<file path="config.mk">
export PLATFORM = sky130hd
export DESIGN_NAME = nvm_ctrl
export DESIGN_NICKNAME = d
export VERILOG_FILES = /design/src/core/nvm_pkg.sv /design/src/core/nvm_ctrl.sv /design/src/core/nvm_unlock.sv
export SDC_FILE = /design/constraint.sdc
export NUM_CORES = 1
export LEC_CHECK = 0
export BUFFER_PORTS_ARGS = -buffer_cell sky130_fd_sc_hd__buf_2
export CORE_MARGIN = 2
export CORE_UTILIZATION = 33
export CTS_CLUSTER_SIZE = 12
export DETAILED_ROUTE_END_ITERATION = 8
export GPL_ROUTABILITY_DRIVEN = 0
export PLACE_DENSITY = 0.54
export SLEW_MARGIN = 25
export SYNTH_ARGS = -nofsm -noshare
export SYNTH_HDL_FRONTEND = slang
export SYNTH_SLANG_ARGS = --single-unit
export TNS_END_PERCENT = 30
</file>
<file path="constraint.sdc">
create_clock -name clock_i -period 2.4 [get_ports clock_i]
set_input_delay 0.6 -clock clock_i [delete_from_list [all_inputs] [get_ports clock_i]]
set_output_delay 0.6 -clock clock_i [all_outputs]
set_load 0.03 [all_outputs]
</file>
<file path="src/core/nvm_pkg.sv">
//----------------------------------------------------------------------------
//----------------------------------------------------------------------------
package nvm_pkg;

  //--------------------------------------------------------------------------
  // Register offsets
  //--------------------------------------------------------------------------
  localparam logic [3:0] ADDR_LOW_OFS   = 4'h0;
  localparam logic [3:0] ADDR_HIGH_OFS  = 4'h1;
  localparam logic [3:0] DATA_LOW_OFS   = 4'h2;
  localparam logic [3:0] DATA_HIGH_OFS  = 4'h3;
  localparam logic [3:0] CONTROL_OFS    = 4'h4;
  localparam logic [3:0] UNLOCK_OFS     = 4'h5;
  localparam logic [3:0] IRQ_STATUS_OFS = 4'h6;
  localparam logic [3:0] IRQ_MASK_OFS   = 4'h7;

  //--------------------------------------------------------------------------
  // Control bit positions
  //--------------------------------------------------------------------------
  localparam int CTL_READ_GO  = 0;
  localparam int CTL_WRITE_GO = 1;
  localparam int CTL_PERMIT   = 2;
  localparam int CTL_ERROR    = 3;
  localparam int CTL_SPACE    = 7;
  localparam int IRQ_DONE     = 0;

  //--------------------------------------------------------------------------
  // Unlock values, reset values and timing
  //--------------------------------------------------------------------------
  localparam logic [7:0] UNLOCK_FIRST  = 8'h55;
  localparam logic [7:0] UNLOCK_SECOND = 8'hAA;
  localparam logic [7:0] BYTE_RESET    = 8'h00;
  localparam int         CLOCK_HZ      = 40_000_000;
  localparam int         WRITE_TIME_US = 5000;
  localparam int         WRITE_CYCLES  = WRITE_TIME_US * (CLOCK_HZ / 1_000_000);
  localparam int         PROG_ADDR_W   = 12;
  localparam int         PROG_DATA_W   = 14;

  typedef enum logic [1:0] {
    UNLOCK_IDLE,
    UNLOCK_GOT_FIRST,
    UNLOCK_ARMED
  } unlock_state_t;

  typedef struct packed {
    logic       wr;
    logic       rd;
    logic [3:0] addr;
    logic [7:0] wdata;
  } reg_req_t;

endpackage

</file>
<file path="src/core/nvm_ctrl.sv">
// Design decisions made here: the register addresses and strobed register access.
`timescale 1ns/1ps
module nvm_ctrl #(
  parameter int WRITE_CYCLES = nvm_pkg::WRITE_CYCLES
) (
  input  wire logic                            clock_i,
  input  wire logic                            srst_i,
  input  wire logic [3:0]                      addr_i,
  input  wire logic [7:0]                      wdata_i,
  input  wire logic                            wr_i,
  input  wire logic                            rd_i,
  output logic      [7:0]                      rdata_o,
  output logic                                 irq_o,
  output logic                                 stall_o,
  output logic      [nvm_pkg::PROG_ADDR_W-1:0] prog_addr_o,
  input  wire logic [nvm_pkg::PROG_DATA_W-1:0] prog_data_i,
  output logic      [7:0]                      ee_addr_o,
  output logic      [7:0]                      ee_wdata_o,
  output logic                                 ee_write_o,
  input  wire logic [7:0]                      ee_rdata_i
);

  localparam int CW = $clog2(WRITE_CYCLES + 1);

  nvm_pkg::reg_req_t req;
  logic [7:0]        addr_low;
  logic [3:0]        addr_high;
  logic [7:0]        data_low;
  logic [5:0]        data_high;
  logic              space_select;
  logic              write_permit;
  logic              write_go;
  logic              write_error;
  logic              write_done_flag;
  logic              done_mask;
  logic              armed;
  logic              go_req;
  logic              start_write;
  logic              end_write;
  logic              prog_pending;
  logic              prog_fetch;
  logic              data_read;
  logic [CW-1:0]     write_count;

  assign req = '{wr: wr_i, rd: rd_i, addr: addr_i, wdata: wdata_i};

  function automatic logic hit(input nvm_pkg::reg_req_t r,
                               input logic [3:0] ofs);
    hit = r.wr && (r.addr == ofs);
  endfunction

  //--------------------------------------------------------------------------
  // Unlock sequence
  //--------------------------------------------------------------------------
  nvm_unlock u_unlock (
    .clock_i       (clock_i),
    .srst_i        (srst_i),
    .unlock_wr_i   (hit(req, nvm_pkg::UNLOCK_OFS)),
    .unlock_data_i (req.wdata),
    // A go attempt uses up the unlock, so every byte needs a fresh sequence
    .other_wr_i    (req.wr && req.addr != nvm_pkg::UNLOCK_OFS),
    .armed_o       (armed)
  );

  assign go_req = hit(req, nvm_pkg::CONTROL_OFS) &&
                  req.wdata[nvm_pkg::CTL_WRITE_GO];
  // Permit is checked against its value before this write; program space
  // takes the new select value so the go is dropped at once
  assign start_write = go_req && !write_go && armed && write_permit &&
                       !req.wdata[nvm_pkg::CTL_SPACE];
  assign end_write = write_go && (write_count == CW'(WRITE_CYCLES - 1));
  assign data_read = hit(req, nvm_pkg::CONTROL_OFS) &&
                     req.wdata[nvm_pkg::CTL_READ_GO] &&
                     !req.wdata[nvm_pkg::CTL_SPACE];
  assign prog_fetch = hit(req, nvm_pkg::CONTROL_OFS) &&
                      req.wdata[nvm_pkg::CTL_READ_GO] &&
                      req.wdata[nvm_pkg::CTL_SPACE];

  //--------------------------------------------------------------------------
  // Address registers
  //--------------------------------------------------------------------------
  always_ff @(posedge clock_i) begin
    if (srst_i) begin
      addr_low  <= nvm_pkg::BYTE_RESET;
      addr_high <= 4'h0;
    end else begin
      if (hit(req, nvm_pkg::ADDR_LOW_OFS)) begin
        addr_low <= req.wdata;
      end
      if (hit(req, nvm_pkg::ADDR_HIGH_OFS)) begin
        addr_high <= req.wdata[3:0];
      end
    end
  end

  //--------------------------------------------------------------------------
  // Control register
  //--------------------------------------------------------------------------
  always_ff @(posedge clock_i) begin
    if (srst_i) begin
      space_select <= 1'b0;
      write_permit <= 1'b0;
      write_error  <= 1'b0;
    end else if (hit(req, nvm_pkg::CONTROL_OFS)) begin
      space_select <= req.wdata[nvm_pkg::CTL_SPACE];
      write_permit <= req.wdata[nvm_pkg::CTL_PERMIT];
      write_error  <= req.wdata[nvm_pkg::CTL_ERROR];
    end
  end

  //--------------------------------------------------------------------------
  // Write cycle timer
  //--------------------------------------------------------------------------
  always_ff @(posedge clock_i) begin
    if (srst_i) begin
      write_go    <= 1'b0;
      write_count <= '0;
    end else if (start_write) begin
      write_go    <= 1'b1;
      write_count <= '0;
    end else if (end_write) begin
      write_go    <= 1'b0;
      write_count <= '0;
    end else if (write_go) begin
      write_count <= write_count + CW'(1);
    end
  end

  always_ff @(posedge clock_i) begin
    if (srst_i) begin
      ee_write_o <= 1'b0;
      ee_addr_o  <= nvm_pkg::BYTE_RESET;
      ee_wdata_o <= nvm_pkg::BYTE_RESET;
    end else begin
      ee_write_o <= start_write;
      // Follow a fresh address write at once so a back-to-back read sees it
      if (hit(req, nvm_pkg::ADDR_LOW_OFS)) begin
        ee_addr_o <= req.wdata;
      end else begin
        ee_addr_o <= addr_low;
      end
      if (start_write) begin
        ee_wdata_o <= data_low;
      end
    end
  end

  //--------------------------------------------------------------------------
  // Program read stall: second cycle after read-go is the flash access
  //--------------------------------------------------------------------------
  always_ff @(posedge clock_i) begin
    if (srst_i) begin
      prog_pending <= 1'b0;
      stall_o      <= 1'b0;
      prog_addr_o  <= '0;
    end else begin
      prog_pending <= prog_fetch;
      stall_o      <= prog_pending;
      if (prog_fetch) begin
        prog_addr_o <= {addr_high, addr_low};
      end
    end
  end

  //--------------------------------------------------------------------------
  // Data registers
  //--------------------------------------------------------------------------
  always_ff @(posedge clock_i) begin
    if (srst_i) begin
      data_low  <= nvm_pkg::BYTE_RESET;
      data_high <= 6'h00;
    end else if (stall_o) begin
      data_low  <= prog_data_i[7:0];
      data_high <= prog_data_i[13:8];
    end else if (data_read) begin
      data_low <= ee_rdata_i;
    end else begin
      if (hit(req, nvm_pkg::DATA_LOW_OFS)) begin
        data_low <= req.wdata;
      end
      if (hit(req, nvm_pkg::DATA_HIGH_OFS)) begin
        data_high <= req.wdata[5:0];
      end
    end
  end

  //--------------------------------------------------------------------------
  // Interrupt status and mask
  //--------------------------------------------------------------------------
  always_ff @(posedge clock_i) begin
    if (srst_i) begin
      write_done_flag <= 1'b0;
      done_mask       <= 1'b0;
    end else begin
      if (end_write) begin
        write_done_flag <= 1'b1;
      end else if (hit(req, nvm_pkg::IRQ_STATUS_OFS) &&
                   req.wdata[nvm_pkg::IRQ_DONE]) begin
        write_done_flag <= 1'b0;
      end
      if (hit(req, nvm_pkg::IRQ_MASK_OFS)) begin
        done_mask <= req.wdata[nvm_pkg::IRQ_DONE];
      end
    end
  end

  always_ff @(posedge clock_i) begin
    if (srst_i) begin
      irq_o <= 1'b0;
    end else begin
      irq_o <= (write_done_flag || end_write) && done_mask;
    end
  end

  //--------------------------------------------------------------------------
  // Read data, one cycle after the strobe
  //--------------------------------------------------------------------------
  always_ff @(posedge clock_i) begin
    if (srst_i) begin
      rdata_o <= nvm_pkg::BYTE_RESET;
    end else if (req.rd) begin
      unique case (req.addr)
        nvm_pkg::ADDR_LOW_OFS:   rdata_o <= addr_low;
        nvm_pkg::ADDR_HIGH_OFS:  rdata_o <= {4'h0, addr_high};
        nvm_pkg::DATA_LOW_OFS:   rdata_o <= data_low;
        nvm_pkg::DATA_HIGH_OFS:  rdata_o <= {2'h0, data_high};
        nvm_pkg::CONTROL_OFS:    rdata_o <= {space_select, 3'h0, write_error,
                                             write_permit, write_go, 1'b0};
        nvm_pkg::IRQ_STATUS_OFS: rdata_o <= {7'h00, write_done_flag};
        nvm_pkg::IRQ_MASK_OFS:   rdata_o <= {7'h00, done_mask};
        default:                 rdata_o <= nvm_pkg::BYTE_RESET;
      endcase
    end else begin
      rdata_o <= nvm_pkg::BYTE_RESET;
    end
  end

  //--------------------------------------------------------------------------
  // Checks
  //--------------------------------------------------------------------------
  go_needs_permit_a: assert property (@(posedge clock_i) disable iff (srst_i)
    $rose(write_go) |-> $past(write_permit) && $past(armed))
    else $error("write-go set without permit or unlock");

  permit_sw_only_a: assert property (@(posedge clock_i) disable iff (srst_i)
    $fell(write_permit) |-> $past(hit(req, nvm_pkg::CONTROL_OFS)))
    else $error("write-permit cleared by hardware");

  cycle_length_a: assert property (@(posedge clock_i) disable iff (srst_i)
    $rose(write_go) |-> write_go [*8])
    else $error("write cycle ended early");

  done_sets_a: assert property (@(posedge clock_i) disable iff (srst_i)
    $fell(write_go) |-> write_done_flag)
    else $error("done flag not set at write end");

  done_sticky_a: assert property (@(posedge clock_i) disable iff (srst_i)
    $fell(write_done_flag) |-> $past(hit(req, nvm_pkg::IRQ_STATUS_OFS)))
    else $error("done flag cleared without software");

  prog_stall_a: assert property (@(posedge clock_i) disable iff (srst_i)
    prog_fetch |-> ##1 !stall_o ##1 stall_o ##1 !stall_o)
    else $error("program read stall misplaced");

  prog_word_a: assert property (@(posedge clock_i) disable iff (srst_i)
    stall_o |=> data_low == $past(prog_data_i[7:0]) &&
                data_high == $past(prog_data_i[13:8]))
    else $error("program word not captured");

  prog_space_go_a: assert property (@(posedge clock_i) disable iff (srst_i)
    (go_req && req.wdata[nvm_pkg::CTL_SPACE] && !write_go) |=> !write_go)
    else $error("write-go held in program space");

  ee_read_a: assert property (@(posedge clock_i) disable iff (srst_i)
    (data_read && !stall_o) |=> data_low == $past(ee_rdata_i))
    else $error("data read byte missing");

endmodule

</file>
<file path="src/core/nvm_unlock.sv">
`timescale 1ns/1ps
module nvm_unlock (
  input  wire logic       clock_i,
  input  wire logic       srst_i,
  input  wire logic       unlock_wr_i,
  input  wire logic [7:0] unlock_data_i,
  input  wire logic       other_wr_i,
  output logic            armed_o
);

  nvm_pkg::unlock_state_t state;
  nvm_pkg::unlock_state_t next_state;

  //--------------------------------------------------------------------------
  // Sequence tracker: any other register write breaks the sequence
  //--------------------------------------------------------------------------
  always_comb begin
    next_state = state;
    if (unlock_wr_i) begin
      if (unlock_data_i == nvm_pkg::UNLOCK_FIRST) begin
        next_state = nvm_pkg::UNLOCK_GOT_FIRST;
      end else if (unlock_data_i == nvm_pkg::UNLOCK_SECOND &&
                   state == nvm_pkg::UNLOCK_GOT_FIRST) begin
        next_state = nvm_pkg::UNLOCK_ARMED;
      end else begin
        next_state = nvm_pkg::UNLOCK_IDLE;
      end
    end else if (other_wr_i) begin
      next_state = nvm_pkg::UNLOCK_IDLE;
    end
  end

  always_ff @(posedge clock_i) begin
    if (srst_i) begin
      state <= nvm_pkg::UNLOCK_IDLE;
    end else begin
      state <= next_state;
    end
  end

  assign armed_o = (state == nvm_pkg::UNLOCK_ARMED);

  arm_order_a: assert property (@(posedge clock_i) disable iff (srst_i)
    (state == nvm_pkg::UNLOCK_ARMED && !$past(srst_i)) |->
    $past(unlock_wr_i) && $past(unlock_data_i) == nvm_pkg::UNLOCK_SECOND ||
    $past(state) == nvm_pkg::UNLOCK_ARMED)
    else $error("unlock armed without AAh");

endmodule

</file>
==> impl_metrics.yaml <==
run_status:
  status: "finished, final reports clean"
power:
  p_sw_frac: 0.224
  internal_power_mw: 2.06
  finalPower_mw: 2.66
  power_density_mw_per_mm2: 605
  leakage_nw: 1.67
  share_comb_of_total_power: 0.061
  peakVddDrop_mv: 0.259
  p_sw_uw: 596
  clockPowerShare: 0.409
  seq_power_share: 0.530
setup_path:
  worstPathMaxFanout: 24
  arrival_ns: 2.17
  start_kind: "input pin"
  crit_required_ns: 2.63
  reg2reg_slack_ns: 0.47
  crit_type: "input pin to flop"
  end_kind: "flop"
clock_network:
  clock-sinks: 84
  cts_buffer_depth: 2
  clock_latency_ns: 0.35
  cts_resized: 0
  cts-buffers-inserted: 9
  cts_hold_buf: 0
  cts_setup_buffers: 0
  htreeDepth: 3
  clk_pin_slew_ns: 0.08
  cts_tree: "done"
  cts-root-buf: "clkbuf_8"
place:
  pre_cts_ws_ns: 0.133
  dp_hpwl_um: 7240
  port-buffer-count: 76
flow_run:
  cap_viol_max_count: 0
floorplan:
  dieArea_mm2: 0.0119
  dieWidth_um: 109
  coreArea_mm2: 0.0108
  io_pins: 77
  die_h_um: 109
  num_rows: 38
  initial_core_util: 0.338
layout:
  drive_gt1_frac: 0.234
  syn_to_final_growth_pct: 20.4
  final_cell_mix: "84 x dfxtp_1, 76 x buf_2, 47 x nor2_1, 36 x nand2_1, 24 x mux2i_1"
  diodes: 0
  nets: 515
  regArea_mm2: 0.00168
  final_common_cell: "dfxtp_1"
  fillers: 1092
  multi_input_area_mm2: 0.00184
detailed_routing:
  wirelength_um: 10000
  wl_met3_um: 536
  drcViolationCount: 0
  met2_length_um: 4630
  via_per_inst: 5.20
  met1_length_um: 4750
  dr.first_iter.drc_count: 387
  wl_per_cell_um: 16.2
  topRoutingLayerUsed: "met4"
  ant_nets: 0
  vias: 3216
  dr.pass1.iters: 5
synth:
  synthDistinctLibCells: 55
  syn-instance-count: 403
  syn_nets: 442
  yosysTopAreaCell: "dfxtp_1"
  syn-cell-area_mm2: 0.00365
  ys_seq_area_frac: 0.461
  synth_ff_type: "dfxtp_1"
  synth-seq-cells: 84
  yosysTopAreaCellShare: 0.461
  postSynthAreaPerCell_um2: 9.06
  synthTopCellsByArea: "dfxtp_1 46%, mux2i_1 6.6%, nor2_1 4.8%, nand2_1 3.7%, a21oi_1 2.9%"
  synth.yosys.warnings: 0
  synth_edf_count: 0
  async_flop_share: 0
timing:
  finalHoldViolations: 0
  setup_tns_ns: 0
  rsz0062_at_grt: "false"
  period_share: 0.809
  relSlewSlack: 0.429
  drv_slew: 0
  setup_ws_ns: 0.458
  setup_viol: 0
  finClkSkew_ns: 0.00902
  max_freq_mhz: 515
  tightest_slew_ns: 0.853
  finalCriticalPeriod_ns: 1.94
grt:
  first_global_vias: 3103
  antenna_found_initial: 0
  grt_pass1_wl_um: 16100
  overflow: 0
  grtUsageTotal: 0.178
  grt_max_degree: 31
hold_path:
  hp-class: "flop to flop"
-- critical path, cell delays in order --
cell and delay, ns:
buf_2 0.23, nor2_1 0.70, nand2_1 0.37, nand2_1 0.18, a21oi_1 0.08
-- routing by layer --
| layer | up-vias | track usage |
|---|---|---|
| li1 | 1593 | - |
| met1 | 1537 | 0.241 |
| met2 | 76 | 0.276 |
| met3 | 10 | 0.0532 |
| met4 | 0 | 0.0449 |
| met5 | - | 0 |
-- final timing paths --
check / start / endpoint / cells after the start
max reg2reg: write_go$_SDFFE_PP0P_ / write_count[17]$_SDFFE_PP0P_ / 4
max: addr_i[0] / ee_addr_o[2]$_SDFFE_PP0P_ / 5
min: prog_pending$_SDFF_PP0_ / stall_o$_SDFF_PP0_ / 1
min reg2reg: prog_pending$_SDFF_PP0_ / stall_o$_SDFF_PP0_ / 1
-- flip-flops by register name, indices dropped and copies added (netlist names) --
signal,flops
addr_high,4
data_high,6
data_low,8
done_mask,1
ee_addr_o,8
ee_wdata_o,8
ee_write_o,1
irq_o,1
prog_addr_o,12
prog_pending,1
rdata_o,8
space_select,1
stall_o,1
u_unlock.state,2
write_count,18
write_done_flag,1
write_error,1
write_go,1
write_permit,1
-- final cells by class --
class,count,share of cell area
inverters,12,0.0103
repair buffers,85,0.102
well taps,140,0.0399
flip-flops and latches,84,0.383
clock buffers,12,0.0330
clock inverters,2,0.0137
multi-input cells,284,0.418
-- cells by family (layout without fill, tap and decap cells) --
logic type | Yosys count | after routing | synth area share
muxes | 28 | 28 | 0.0782
and+or+nand+nor | 162 | 162 | 0.233
AOI/OAI and AO/OA | 80 | 80 | 0.156
adders and majority gates | 1 | 1 | 0.00343
xor gates and xnor gates | 13 | 13 | 0.0312
buffers and inverters | 35 | 111 | 0.0380
DFF | 84 | 84 | 0.461
-- through the flow --
stage          cells   util  area (um^2)  hold WS, ns
2_1_floorplan    403      -         3650        0.414
3_3_place_gp     605  0.388         4190        0.426
3_5_place_dp     605  0.388         4190        0.427
4_1_cts          619  0.407         4390        0.435
5_1_grt          619  0.407         4390        0.443
6_report         619  0.407         4390        0.436
-- power groups by stage --
| stage | sequential [mW] | combinational (mW) | clock (mW) |
|---|---|---|---|
| detailed placement | 1.44 | 0.161 | 0 |
| CTS | 1.41 | 0.161 | 1.13 |
| finish | 1.41 | 0.162 | 1.09 |
| global placement | 1.44 | 0.160 | 0 |
| floorplan | 1.44 | 0.0821 | 0 |
| global route | 1.41 | 0.177 | 1.18 |
-- synth_stat cells (all sizes together), types with 7 or more instances --
| cell | instances |
|---|---|
| dfxtp | 84 |
| nor2 | 47 |
| nand4 | 8 |
| xnor2 | 9 |
| o21ai | 11 |
| nand3 | 17 |
| inv | 12 |
| nor3 | 7 |
| a22o | 8 |
| a22oi | 8 |
| o221ai | 7 |
| mux2i | 24 |
| nand2 | 36 |
| a21oi | 22 |
| clkbuf | 18 |
Note: power is estimated with default switching activity, not from simulation.
